**src/include/bpc_pkg.sv**
```systemverilog
`default_nettype none
package bpc_pkg;

  // Register byte offsets (APB, one aligned word each)
  localparam logic [7:0] PACE_CFG_ADDR = 8'h1a * 8'h04; // Pace config, index 0x1a
  localparam logic [7:0] IMP_CFG_ADDR = 8'h80;          // Impedance frequency and drive
  localparam logic [7:0] GEN_CFG_ADDR = 8'h84;          // Master clock choice
  localparam logic [7:0] SYNC_ADDR = 8'h88;             // Resync command (write only)
  localparam logic [7:0] STAT_ADDR = 8'h8c;             // Status: frequency, discontinuity

  // Pace config field layout
  localparam int PACE_INV_BIT = 23;
  localparam int DERIV_DIS_BIT = 19;
  localparam int GAIN_LSB = 16;
  localparam int LOW_BW_BIT = 14;
  localparam int ANALOG_OUT_SEL_LSB = 12;
  localparam int POS_THR_LSB = 4;
  localparam int NEG_THR_LSB = 0;
  localparam logic [23:0] PACE_WR_MASK = 24'h8f70ff;    // Assigned bits only
  localparam logic [23:0] PACE_RESET = 24'h000055;      // Thresholds default 0101

  // Impedance config field layout: freq code [11:8], drive magnitude [6:4]
  localparam int FREQ_LSB = 8;
  localparam int MAG_LSB = 4;
  localparam logic [3:0] FREQ_RESET = 4'h8;
  localparam logic [2:0] MAG_RESET = 3'h0;

  // Master clock frequencies in Hz per select code
  localparam logic [17:0] FM_32768 = 18'd32768;
  localparam logic [17:0] FM_32000 = 18'd32000;
  localparam logic [17:0] FM_31968 = 18'd31968;

  // Offset frequencies used at codes 0001..0011, lowest step at codes 1010..1111
  localparam logic [17:0] OFF1_A = 18'd81920;
  localparam logic [17:0] OFF1_B = 18'd80000;
  localparam logic [17:0] OFF2_A = 18'd40960;
  localparam logic [17:0] OFF2_B = 18'd40000;
  localparam logic [17:0] OFF3_A = 18'd18204;
  localparam logic [17:0] OFF3_B = 18'd17780;
  localparam logic [17:0] LOW_A = 18'd128;
  localparam logic [17:0] LOW_B = 18'd125;

  // Resync sequencer states, one-hot
  typedef enum logic [2:0] {
    ST_IDLE = 3'b001,
    ST_SYNC = 3'b010,
    ST_DONE = 3'b100
  } bpc_sync_e;

endpackage
`default_nettype wire

```
**src/hw/bpc_freq.sv**
```systemverilog
`timescale 1ns/100ps
`default_nettype none
module bpc_freq (
  input wire logic [1:0] msel,   // Master clock select
  input wire logic [3:0] fcode,  // Frequency select code
  output logic [17:0] freq_hz    // Modulation frequency in Hz
);
  logic [17:0] fm;    // Master clock in Hz
  logic alt_off;      // Offset table differs for the 32,000 Hz choices
  logic [17:0] low;   // Lowest frequency step

  ////////////////////////////////////////////////////////////////////////
  // Lookup purely combinational; bpc_top registers it once, so status lags by one cycle
  always_comb
  begin
    alt_off = (msel == 2'h1) || (msel == 2'h2);
    case (msel)
      2'h0: fm = bpc_pkg::FM_32768;
      2'h3: fm = bpc_pkg::FM_31968;
      default: fm = bpc_pkg::FM_32000;
    endcase
    low = (msel == 2'h0) ? bpc_pkg::LOW_A : bpc_pkg::LOW_B;
    case (fcode)
      4'h0: freq_hz = fm << 2;
      // Shifted frequencies reduce crosstalk into ECG and pace
      4'h1: freq_hz = alt_off ? bpc_pkg::OFF1_B : bpc_pkg::OFF1_A;
      4'h2: freq_hz = alt_off ? bpc_pkg::OFF2_B : bpc_pkg::OFF2_A;
      4'h3: freq_hz = alt_off ? bpc_pkg::OFF3_B : bpc_pkg::OFF3_A;
      4'h4, 4'h5, 4'h6, 4'h7, 4'h8, 4'h9:
        // 31,968 Hz rounds to 500 and 250 at the two slowest steps
        freq_hz = (msel == 2'h3 && fcode[3]) ? ((fcode[0]) ? 18'd250 : 18'd500)
                  : (fm >> (fcode - 4'h2));
      default: freq_hz = low;
    endcase
  end
endmodule
`default_nettype wire

```
**src/hw/bpc_top.sv**
```systemverilog
// The APB slave port was left to the implementer.
`timescale 1ns/100ps
`default_nettype none
module bpc_top (
  input wire logic CLK,                 // 40 MHz clock
  input wire logic RST_B,               // Synchronous reset, active low
  input wire logic PSEL,                // APB select
  input wire logic PENABLE,             // APB access phase
  input wire logic PWRITE,              // APB direction
  input wire logic [7:0] PADDR,         // APB byte address
  input wire logic [31:0] PWDATA,       // APB write data
  output logic [31:0] PRDATA,           // APB read data
  output logic PREADY,                  // APB ready
  output logic PSLVERR,                 // APB error, unmapped address
  output logic PACE_INPUT_INVERT,       // Pace polarity
  output logic DERIVATIVE_DISABLE,      // Pace differentiator off
  output logic [2:0] PACE_GAIN_SEL,     // Pace gain
  output logic ANALOG_BUF_LOW_BW,       // Output buffer bandwidth limit
  output logic [1:0] ANALOG_OUT_SEL,    // Analog output source
  output logic [3:0] POS_DETECT_THRESHOLD, // Positive threshold
  output logic [3:0] NEG_DETECT_THRESHOLD, // Negative threshold
  output logic [3:0] BIOZ_MOD_FREQ_SEL, // Frequency code
  output logic [2:0] DRIVE_MAGNITUDE_SEL, // Drive magnitude
  output logic [17:0] MOD_FREQ_HZ,      // Resulting modulation frequency
  output logic RESYNC_PULSE,            // Restart shared-channel timing
  output logic STREAM_DISCONT           // Sticky: stream may be discontinuous
);

  ////////////////////////////////////////////////////////////////////////
  // Registers
  logic [23:0] pace_q, pace_d;          // Pace config
  logic [3:0] freq_q, freq_d;           // Frequency code
  logic [2:0] mag_q, mag_d;             // Drive magnitude
  logic [1:0] msel_q, msel_d;           // Master clock select
  logic disc_q, disc_d;                 // Discontinuity flag
  logic ready_q;                        // One wait state for reads and writes
  logic err_q;                          // Error answer
  logic [31:0] rdata_q;                 // Read data
  logic [17:0] freq_hz_q;               // Registered frequency
  logic [17:0] freq_hz;                 // Lookup result
  bpc_pkg::bpc_sync_e st_q, st_d;       // Resync sequencer

  ////////////////////////////////////////////////////////////////////////
  // Decode
  wire access = PSEL && PENABLE && !ready_q;   // Answer on second access cycle
  wire wr = access && PWRITE;
  wire hit_pace = PADDR == bpc_pkg::PACE_CFG_ADDR;
  wire hit_imp = PADDR == bpc_pkg::IMP_CFG_ADDR;
  wire hit_gen = PADDR == bpc_pkg::GEN_CFG_ADDR;
  wire hit_sync = PADDR == bpc_pkg::SYNC_ADDR;
  wire hit_stat = PADDR == bpc_pkg::STAT_ADDR;
  wire mapped = hit_pace || hit_imp || hit_gen || hit_sync || hit_stat;
  // Unassigned bits are masked out of the write and so read zero
  wire [23:0] pace_wr = PWDATA[23:0] & bpc_pkg::PACE_WR_MASK;
  wire pace_chg = wr && hit_pace && (pace_wr != pace_q);
  wire imp_chg = wr && hit_imp &&
                 ((PWDATA[bpc_pkg::FREQ_LSB +: 4] != freq_q) ||
                  (PWDATA[bpc_pkg::MAG_LSB +: 3] != mag_q));
  wire sync_req = wr && hit_sync;
  // Drive magnitude is software's duty; the block keeps what is written
  wire [31:0] rd_mux = hit_pace ? {8'h00, pace_q} :
                       hit_imp ? {20'h00000, freq_q, 1'b0, mag_q, 4'h0} :
                       hit_gen ? {30'h00000000, msel_q} :
                       hit_stat ? {13'h0000, freq_hz_q, 1'b0} | {31'h00000000, disc_q} :
                       32'h00000000;

  bpc_freq u_freq (
    .msel(msel_q),
    .fcode(freq_q),
    .freq_hz(freq_hz)
  );

  ////////////////////////////////////////////////////////////////////////
  // Next values
  always_comb
  begin
    pace_d = (wr && hit_pace) ? pace_wr : pace_q;
    freq_d = (wr && hit_imp) ? PWDATA[bpc_pkg::FREQ_LSB +: 4] : freq_q;
    mag_d = (wr && hit_imp) ? PWDATA[bpc_pkg::MAG_LSB +: 3] : mag_q;
    msel_d = (wr && hit_gen) ? PWDATA[1:0] : msel_q;
    // A change sets the flag; it wins over a resync clearing it
    disc_d = (pace_chg || imp_chg) ? 1'b1 :
             (st_q == bpc_pkg::ST_DONE) ? 1'b0 : disc_q;
    case (st_q)
      bpc_pkg::ST_IDLE: st_d = sync_req ? bpc_pkg::ST_SYNC : bpc_pkg::ST_IDLE;
      bpc_pkg::ST_SYNC: st_d = bpc_pkg::ST_DONE;
      bpc_pkg::ST_DONE: st_d = bpc_pkg::ST_IDLE;
      default: st_d = bpc_pkg::ST_IDLE;
    endcase
  end

  ////////////////////////////////////////////////////////////////////////
  // Config state
  always_ff @(posedge CLK)
  begin
    if (!RST_B)
    begin
      pace_q <= bpc_pkg::PACE_RESET;
      freq_q <= bpc_pkg::FREQ_RESET;
      mag_q <= bpc_pkg::MAG_RESET;
      msel_q <= 2'h0;
      disc_q <= 1'b0;
      st_q <= bpc_pkg::ST_IDLE;
    end
    else
    begin
      pace_q <= pace_d;
      freq_q <= freq_d;
      mag_q <= mag_d;
      msel_q <= msel_d;
      disc_q <= disc_d;
      st_q <= st_d;
    end
  end

  ////////////////////////////////////////////////////////////////////////
  // Bus answer and registered outputs
  always_ff @(posedge CLK)
  begin
    if (!RST_B)
    begin
      ready_q <= 1'b0;
      err_q <= 1'b0;
      rdata_q <= 32'h00000000;
      freq_hz_q <= 18'h00000;
      RESYNC_PULSE <= 1'b0;
    end
    else
    begin
      ready_q <= access;
      err_q <= access && !mapped;
      rdata_q <= (access && !PWRITE) ? rd_mux : rdata_q;
      freq_hz_q <= freq_hz;
      RESYNC_PULSE <= st_q == bpc_pkg::ST_SYNC;
    end
  end

  ////////////////////////////////////////////////////////////////////////
  // Field outputs come straight from the config flops
  assign PRDATA = rdata_q;
  assign PREADY = ready_q;
  assign PSLVERR = err_q;
  assign PACE_INPUT_INVERT = pace_q[bpc_pkg::PACE_INV_BIT];
  assign DERIVATIVE_DISABLE = pace_q[bpc_pkg::DERIV_DIS_BIT];
  assign PACE_GAIN_SEL = pace_q[bpc_pkg::GAIN_LSB +: 3];
  assign ANALOG_BUF_LOW_BW = pace_q[bpc_pkg::LOW_BW_BIT];
  assign ANALOG_OUT_SEL = pace_q[bpc_pkg::ANALOG_OUT_SEL_LSB +: 2];
  assign POS_DETECT_THRESHOLD = pace_q[bpc_pkg::POS_THR_LSB +: 4];
  assign NEG_DETECT_THRESHOLD = pace_q[bpc_pkg::NEG_THR_LSB +: 4];
  assign BIOZ_MOD_FREQ_SEL = freq_q;
  assign DRIVE_MAGNITUDE_SEL = mag_q;
  assign MOD_FREQ_HZ = freq_hz_q;
  assign STREAM_DISCONT = disc_q;

  ////////////////////////////////////////////////////////////////////////
  // Checks
  property p_unused_zero;
    @(posedge CLK) disable iff (!RST_B) (pace_q & ~bpc_pkg::PACE_WR_MASK) == 24'h000000;
  endproperty
  a_unused_zero: assert property (p_unused_zero) else $error("unassigned pace bits set");

  property p_pace_write;
    @(posedge CLK) disable iff (!RST_B) (wr && hit_pace) |=> pace_q == $past(pace_wr);
  endproperty
  a_pace_write: assert property (p_pace_write) else $error("pace write lost");

  property p_code0;
    @(posedge CLK) disable iff (!RST_B) (freq_q == 4'h0 && msel_q == 2'h0)
      |=> MOD_FREQ_HZ == 18'd131072;
  endproperty
  a_code0: assert property (p_code0) else $error("code 0 frequency wrong");

  property p_low;
    @(posedge CLK) disable iff (!RST_B) (freq_q[3] && (freq_q[2] || freq_q[1])
      && msel_q == 2'h0) |=> MOD_FREQ_HZ == 18'd128;
  endproperty
  a_low: assert property (p_low) else $error("lowest frequency wrong");

  property p_offset;
    @(posedge CLK) disable iff (!RST_B) (freq_q == 4'h3 && msel_q == 2'h0)
      |=> MOD_FREQ_HZ == 18'd18204;
  endproperty
  a_offset: assert property (p_offset) else $error("offset frequency wrong");

  property p_disc;
    @(posedge CLK) disable iff (!RST_B) (pace_chg || imp_chg) |=> STREAM_DISCONT;
  endproperty
  a_disc: assert property (p_disc) else $error("change not flagged");

  property p_sync;
    @(posedge CLK) disable iff (!RST_B) (sync_req && st_q == bpc_pkg::ST_IDLE)
      |=> ##1 RESYNC_PULSE ##1 !RESYNC_PULSE;
  endproperty
  a_sync: assert property (p_sync) else $error("resync pulse wrong");

  property p_reset_thr;
    @(posedge CLK) !RST_B |=> POS_DETECT_THRESHOLD == 4'h5 && NEG_DETECT_THRESHOLD == 4'h5;
  endproperty
  a_reset_thr: assert property (p_reset_thr) else $error("threshold default wrong");

  // Fields are held against the bus bits, not the flop they come from
  property p_gain;
    @(posedge CLK) disable iff (!RST_B) (wr && hit_pace)
      |=> PACE_GAIN_SEL == $past(PWDATA[18:16])
      && DERIVATIVE_DISABLE == $past(PWDATA[19])
      && ANALOG_OUT_SEL == $past(PWDATA[13:12]);
  endproperty
  a_gain: assert property (p_gain) else $error("field mapping wrong");
endmodule
`default_nettype wire

```
**config.mk**
```make
export PLATFORM = sky130hd
export DESIGN_NAME = bpc_top
export DESIGN_NICKNAME = d
export VERILOG_FILES = /design/src/include/bpc_pkg.sv /design/src/hw/bpc_freq.sv /design/src/hw/bpc_top.sv
export SDC_FILE = /design/constraint.sdc
export NUM_CORES = 1
export LEC_CHECK = 0
export CORE_UTILIZATION = 55
export DETAILED_ROUTE_END_ITERATION = 6
export DONT_BUFFER_PORTS = 1
export HOLD_SLACK_MARGIN = 0.15
export PLACE_DENSITY = 0.66
export SLEW_MARGIN = 5
export SYNTH_ARGS = -nofsm -noshare
export SYNTH_HDL_FRONTEND = slang
export SYNTH_HIERARCHICAL = 1
export SYNTH_SLANG_ARGS = --single-unit
```
**constraint.sdc**
```tcl
create_clock -name CLK -period 4 [get_ports CLK]
set_input_delay 0.8 -clock CLK [delete_from_list [all_inputs] [get_ports CLK]]
set_output_delay 0.8 -clock CLK [all_outputs]
set_load 0.01 [all_outputs]
```
==> run_results.csv <==
group,metric,value,unit
cells_and_area,antenna_cells,0,
logic_synthesis,synth.distinct_cells,74,
route,drcViolationCount,0,
logic_synthesis,synth_top_area_cell,"dfxtp_1",
floorplanning,die_h,90.2,µm
clock_network,insertion_delay,0.35,ns
worst_setup_path,worst_ep_required_time,4.24,ns
flow_run,max_cap_viol_count,0,
placed_design,gp_congestion,0.893,
sta,max_freq,390,MHz
floorplanning,start_util,57.8,%
power_and_ir_drop,vdd_drop_max,0.135,mV
clock_network,root_buffer,"clkbuf_8",
logic_synthesis,yosysMostFrequentCell,"nand2_1",
floorplanning,die_w,90.2,µm
clock_network,clockBufferDepth,2,
worst_hold_path,min_path_type,"reg2reg",
logic_synthesis,netlist_top_cells_count,"nand2_1, dfxtp_1, and2_1",
sta,setup_viol,0,
route,postRouteAntennaNets,0,
clock_network,postCtsSetupBuffers,0,
power_and_ir_drop,power,1.33,mW
clock_network,hold_buffers,0,
logic_synthesis,synthCells,529,
sta,finalHoldViolCount,0,
logic_synthesis,synth_seq_area_share,33.2,%
cells_and_area,drive_above_1_share,8.64,%
cells_and_area,final_util,59.4,%
worst_setup_path,cp_max_fo,30,
cells_and_area,final_cells,608,
logic_synthesis,async_flop_share,0,%
cells_and_area,final_net_count,553,
worst_setup_path,arrival,2.81,ns
cells_and_area,multi_input_area,0.00258,mm²
cells_and_area,area_growth_syn_to_layout,2.72,%
power_and_ir_drop,leakagePower,1.68,nW
placed_design,dp_hpwl,7870,µm
logic_synthesis,avgSynthCellArea,8.10,µm²
worst_setup_path,rr_endpoint,"MOD_FREQ_HZ[4]",
floorplanning,dieArea,0.00814,mm²
cells_and_area,fill_cells,699,
sta,timing.setup.tns,0,ns
worst_setup_path,worstSetupEndpointType,"flop",
worst_setup_path,crit_start,"BIOZ_MOD_FREQ_SEL[1]",
floorplanning,core_area,0.00741,mm²
outcome,status,"completed",
floorplanning,ios,122,
sta,relSlewSlack,36.2,%
placed_design,placedCellCount,592,
logic_synthesis,synth_edf_count,0,
sta,rsz0062_at_grt,"false",
grt,grt_pass1_wl,18100,µm
clock_network,ctsResizeCount,0,
clock_network,cts_sinks,71,
route,routedWlPerCell,18.5,µm
grt,grt_max_degree,72,
worst_setup_path,r2r_start,"BIOZ_MOD_FREQ_SEL[1]",
worst_setup_path,startpoint_type,"flop",
grt,track_usage,27.6,%
power_and_ir_drop,power.density,303,mW/mm²
route,drtIter0Drc,237,
sta,maxSlewViolCount,0,
sta,min_period,2.57,ns
route,first_pass_iters,5,
clock_network,ctsHtreeMaxLevel,3,
clock_network,cts_tree,"yes",
sta,finClkSkew,0.00907,ns
worst_setup_path,path_class,"reg2reg",
clock_network,numCtsBuffers,9,
logic_synthesis,ys_ff_latch,71,
logic_synthesis,synth_area_leaders,"dfxtp_1, nand2_1, and2_1",
logic_synthesis,ys.flop_type,"dfxtp_1",
placed_design,io_buffers,0,
logic_synthesis,synth_top_area_share,33.2,%
sta,tightest_slew,0.957,ns
grt,antenna_found_initial,0,
cells_and_area,seqCellArea,0.00142,mm²
floorplanning,rows,31,
worst_setup_path,r2r_setup_slack,1.43,ns
grt,grt_pass1_vias,3431,
route,vias_per_cell,6.18,
grt,grt_overflow,0,
logic_synthesis,synth_area,0.00428,mm²
logic_synthesis,yosysWarnings,6,
worst_setup_path,worstSetupEndpoint,"MOD_FREQ_HZ[4]",
worst_setup_path,reg2reg_depth,7,
route,vias,3757,
sta,period_share,64.2,%
route,wirelength,11300,µm
clock_network,clk_pin_slew,0.09,ns
-- cells in the final DEF (no fill, tap or decap), types with 12 or more instances in the layout --
cell | synthesis | layout
a21oi_1 | 14 | 14
a21boi_1 | 12 | 12
a22oi_1 | 18 | 18
nor2_1 | 23 | 23
and2_1 | 31 | 31
nand2b_1 | 17 | 17
nand2_1 | 76 | 76
xor2_1 | 20 | 20
dfxtp_1 | 71 | 71
nor2b_1 | 13 | 13
o21ai_0 | 14 | 14
nand3_1 | 23 | 23
-- kinds of logic after synthesis --
group                    share of synthesized area [%]
AO/OA/AOI/OAI                                     21.6
XOR/XNOR                                          5.29
adder cells (fa/ha/maj)                           1.17
buffers and inverters                             7.48
flip-flops                                        33.2
multiplexers                                      1.46
other                                           0.0876
AND/OR/NAND/NOR                                   29.7
-- metal layers --
metal  up-vias  routed length [µm]  GRT usage (%)
met2       155                5350           44.4
li1       1798                   -              -
met3        10                 879           6.09
met5         -                   0              0
met4         0                 115           8.47
met1      1794                4920           36.9
-- critical path, stage by stage, from the launching register on --
cell and delay (ns):
dfxtp_1 0.36, inv_2 0.11, ha_1 0.85, nor2_1 0.29, a21boi_0 0.20, a311oi_1 0.36, o31ai_1 0.12, and2_1 0.16
-- how the worst min path moves through the flow --
stage                         to       from  cells after the start
finish                 PRDATA[7]  PRDATA[7]                      2
global route           PRDATA[7]  PRDATA[7]                      2
CTS                    PRDATA[7]  PRDATA[7]                      2
detailed placement     PRDATA[7]  PRDATA[7]                      2
global placement       PRDATA[7]  PRDATA[7]                      2
floorplan           RESYNC_PULSE    st_q[0]                      1
-- final cells by class --
type | instances | share of cell area [%]
clock buffers | 9 | 2.82
clock inverters | 7 | 1.65
inverters | 7 | 0.597
multi-input cells | 408 | 58.6
flip-flops and latches | 71 | 32.3
well taps | 99 | 2.82
repair buffers | 7 | 1.19
-- stage by stage --
step           area (µm²)  setup WS [ns]  hold slack, ns
2_1_floorplan        4320           1.67           0.460
3_3_place_gp         4200           1.53           0.487
3_5_place_dp         4200           1.52           0.487
4_1_cts              4400           1.49           0.498
5_1_grt              4400           1.27           0.513
6_report             4400           1.43           0.494
-- sequential cells by signal, summed over array words and instances, names as in the netlist --
register,count
BIOZ_MOD_FREQ_SEL,4
DRIVE_MAGNITUDE_SEL,3
MOD_FREQ_HZ,18
PRDATA,21
PREADY,1
PSLVERR,1
RESYNC_PULSE,1
STREAM_DISCONT,1
msel_q,2
pace_q,16
st_q,3
-- report_power, final --
group	internal, mW	switching, mW
registers	0.709	0.00365
logic	0.0172	0.0222
clock network	0.289	0.291
Note: power is estimated with default switching activity, not from simulation.
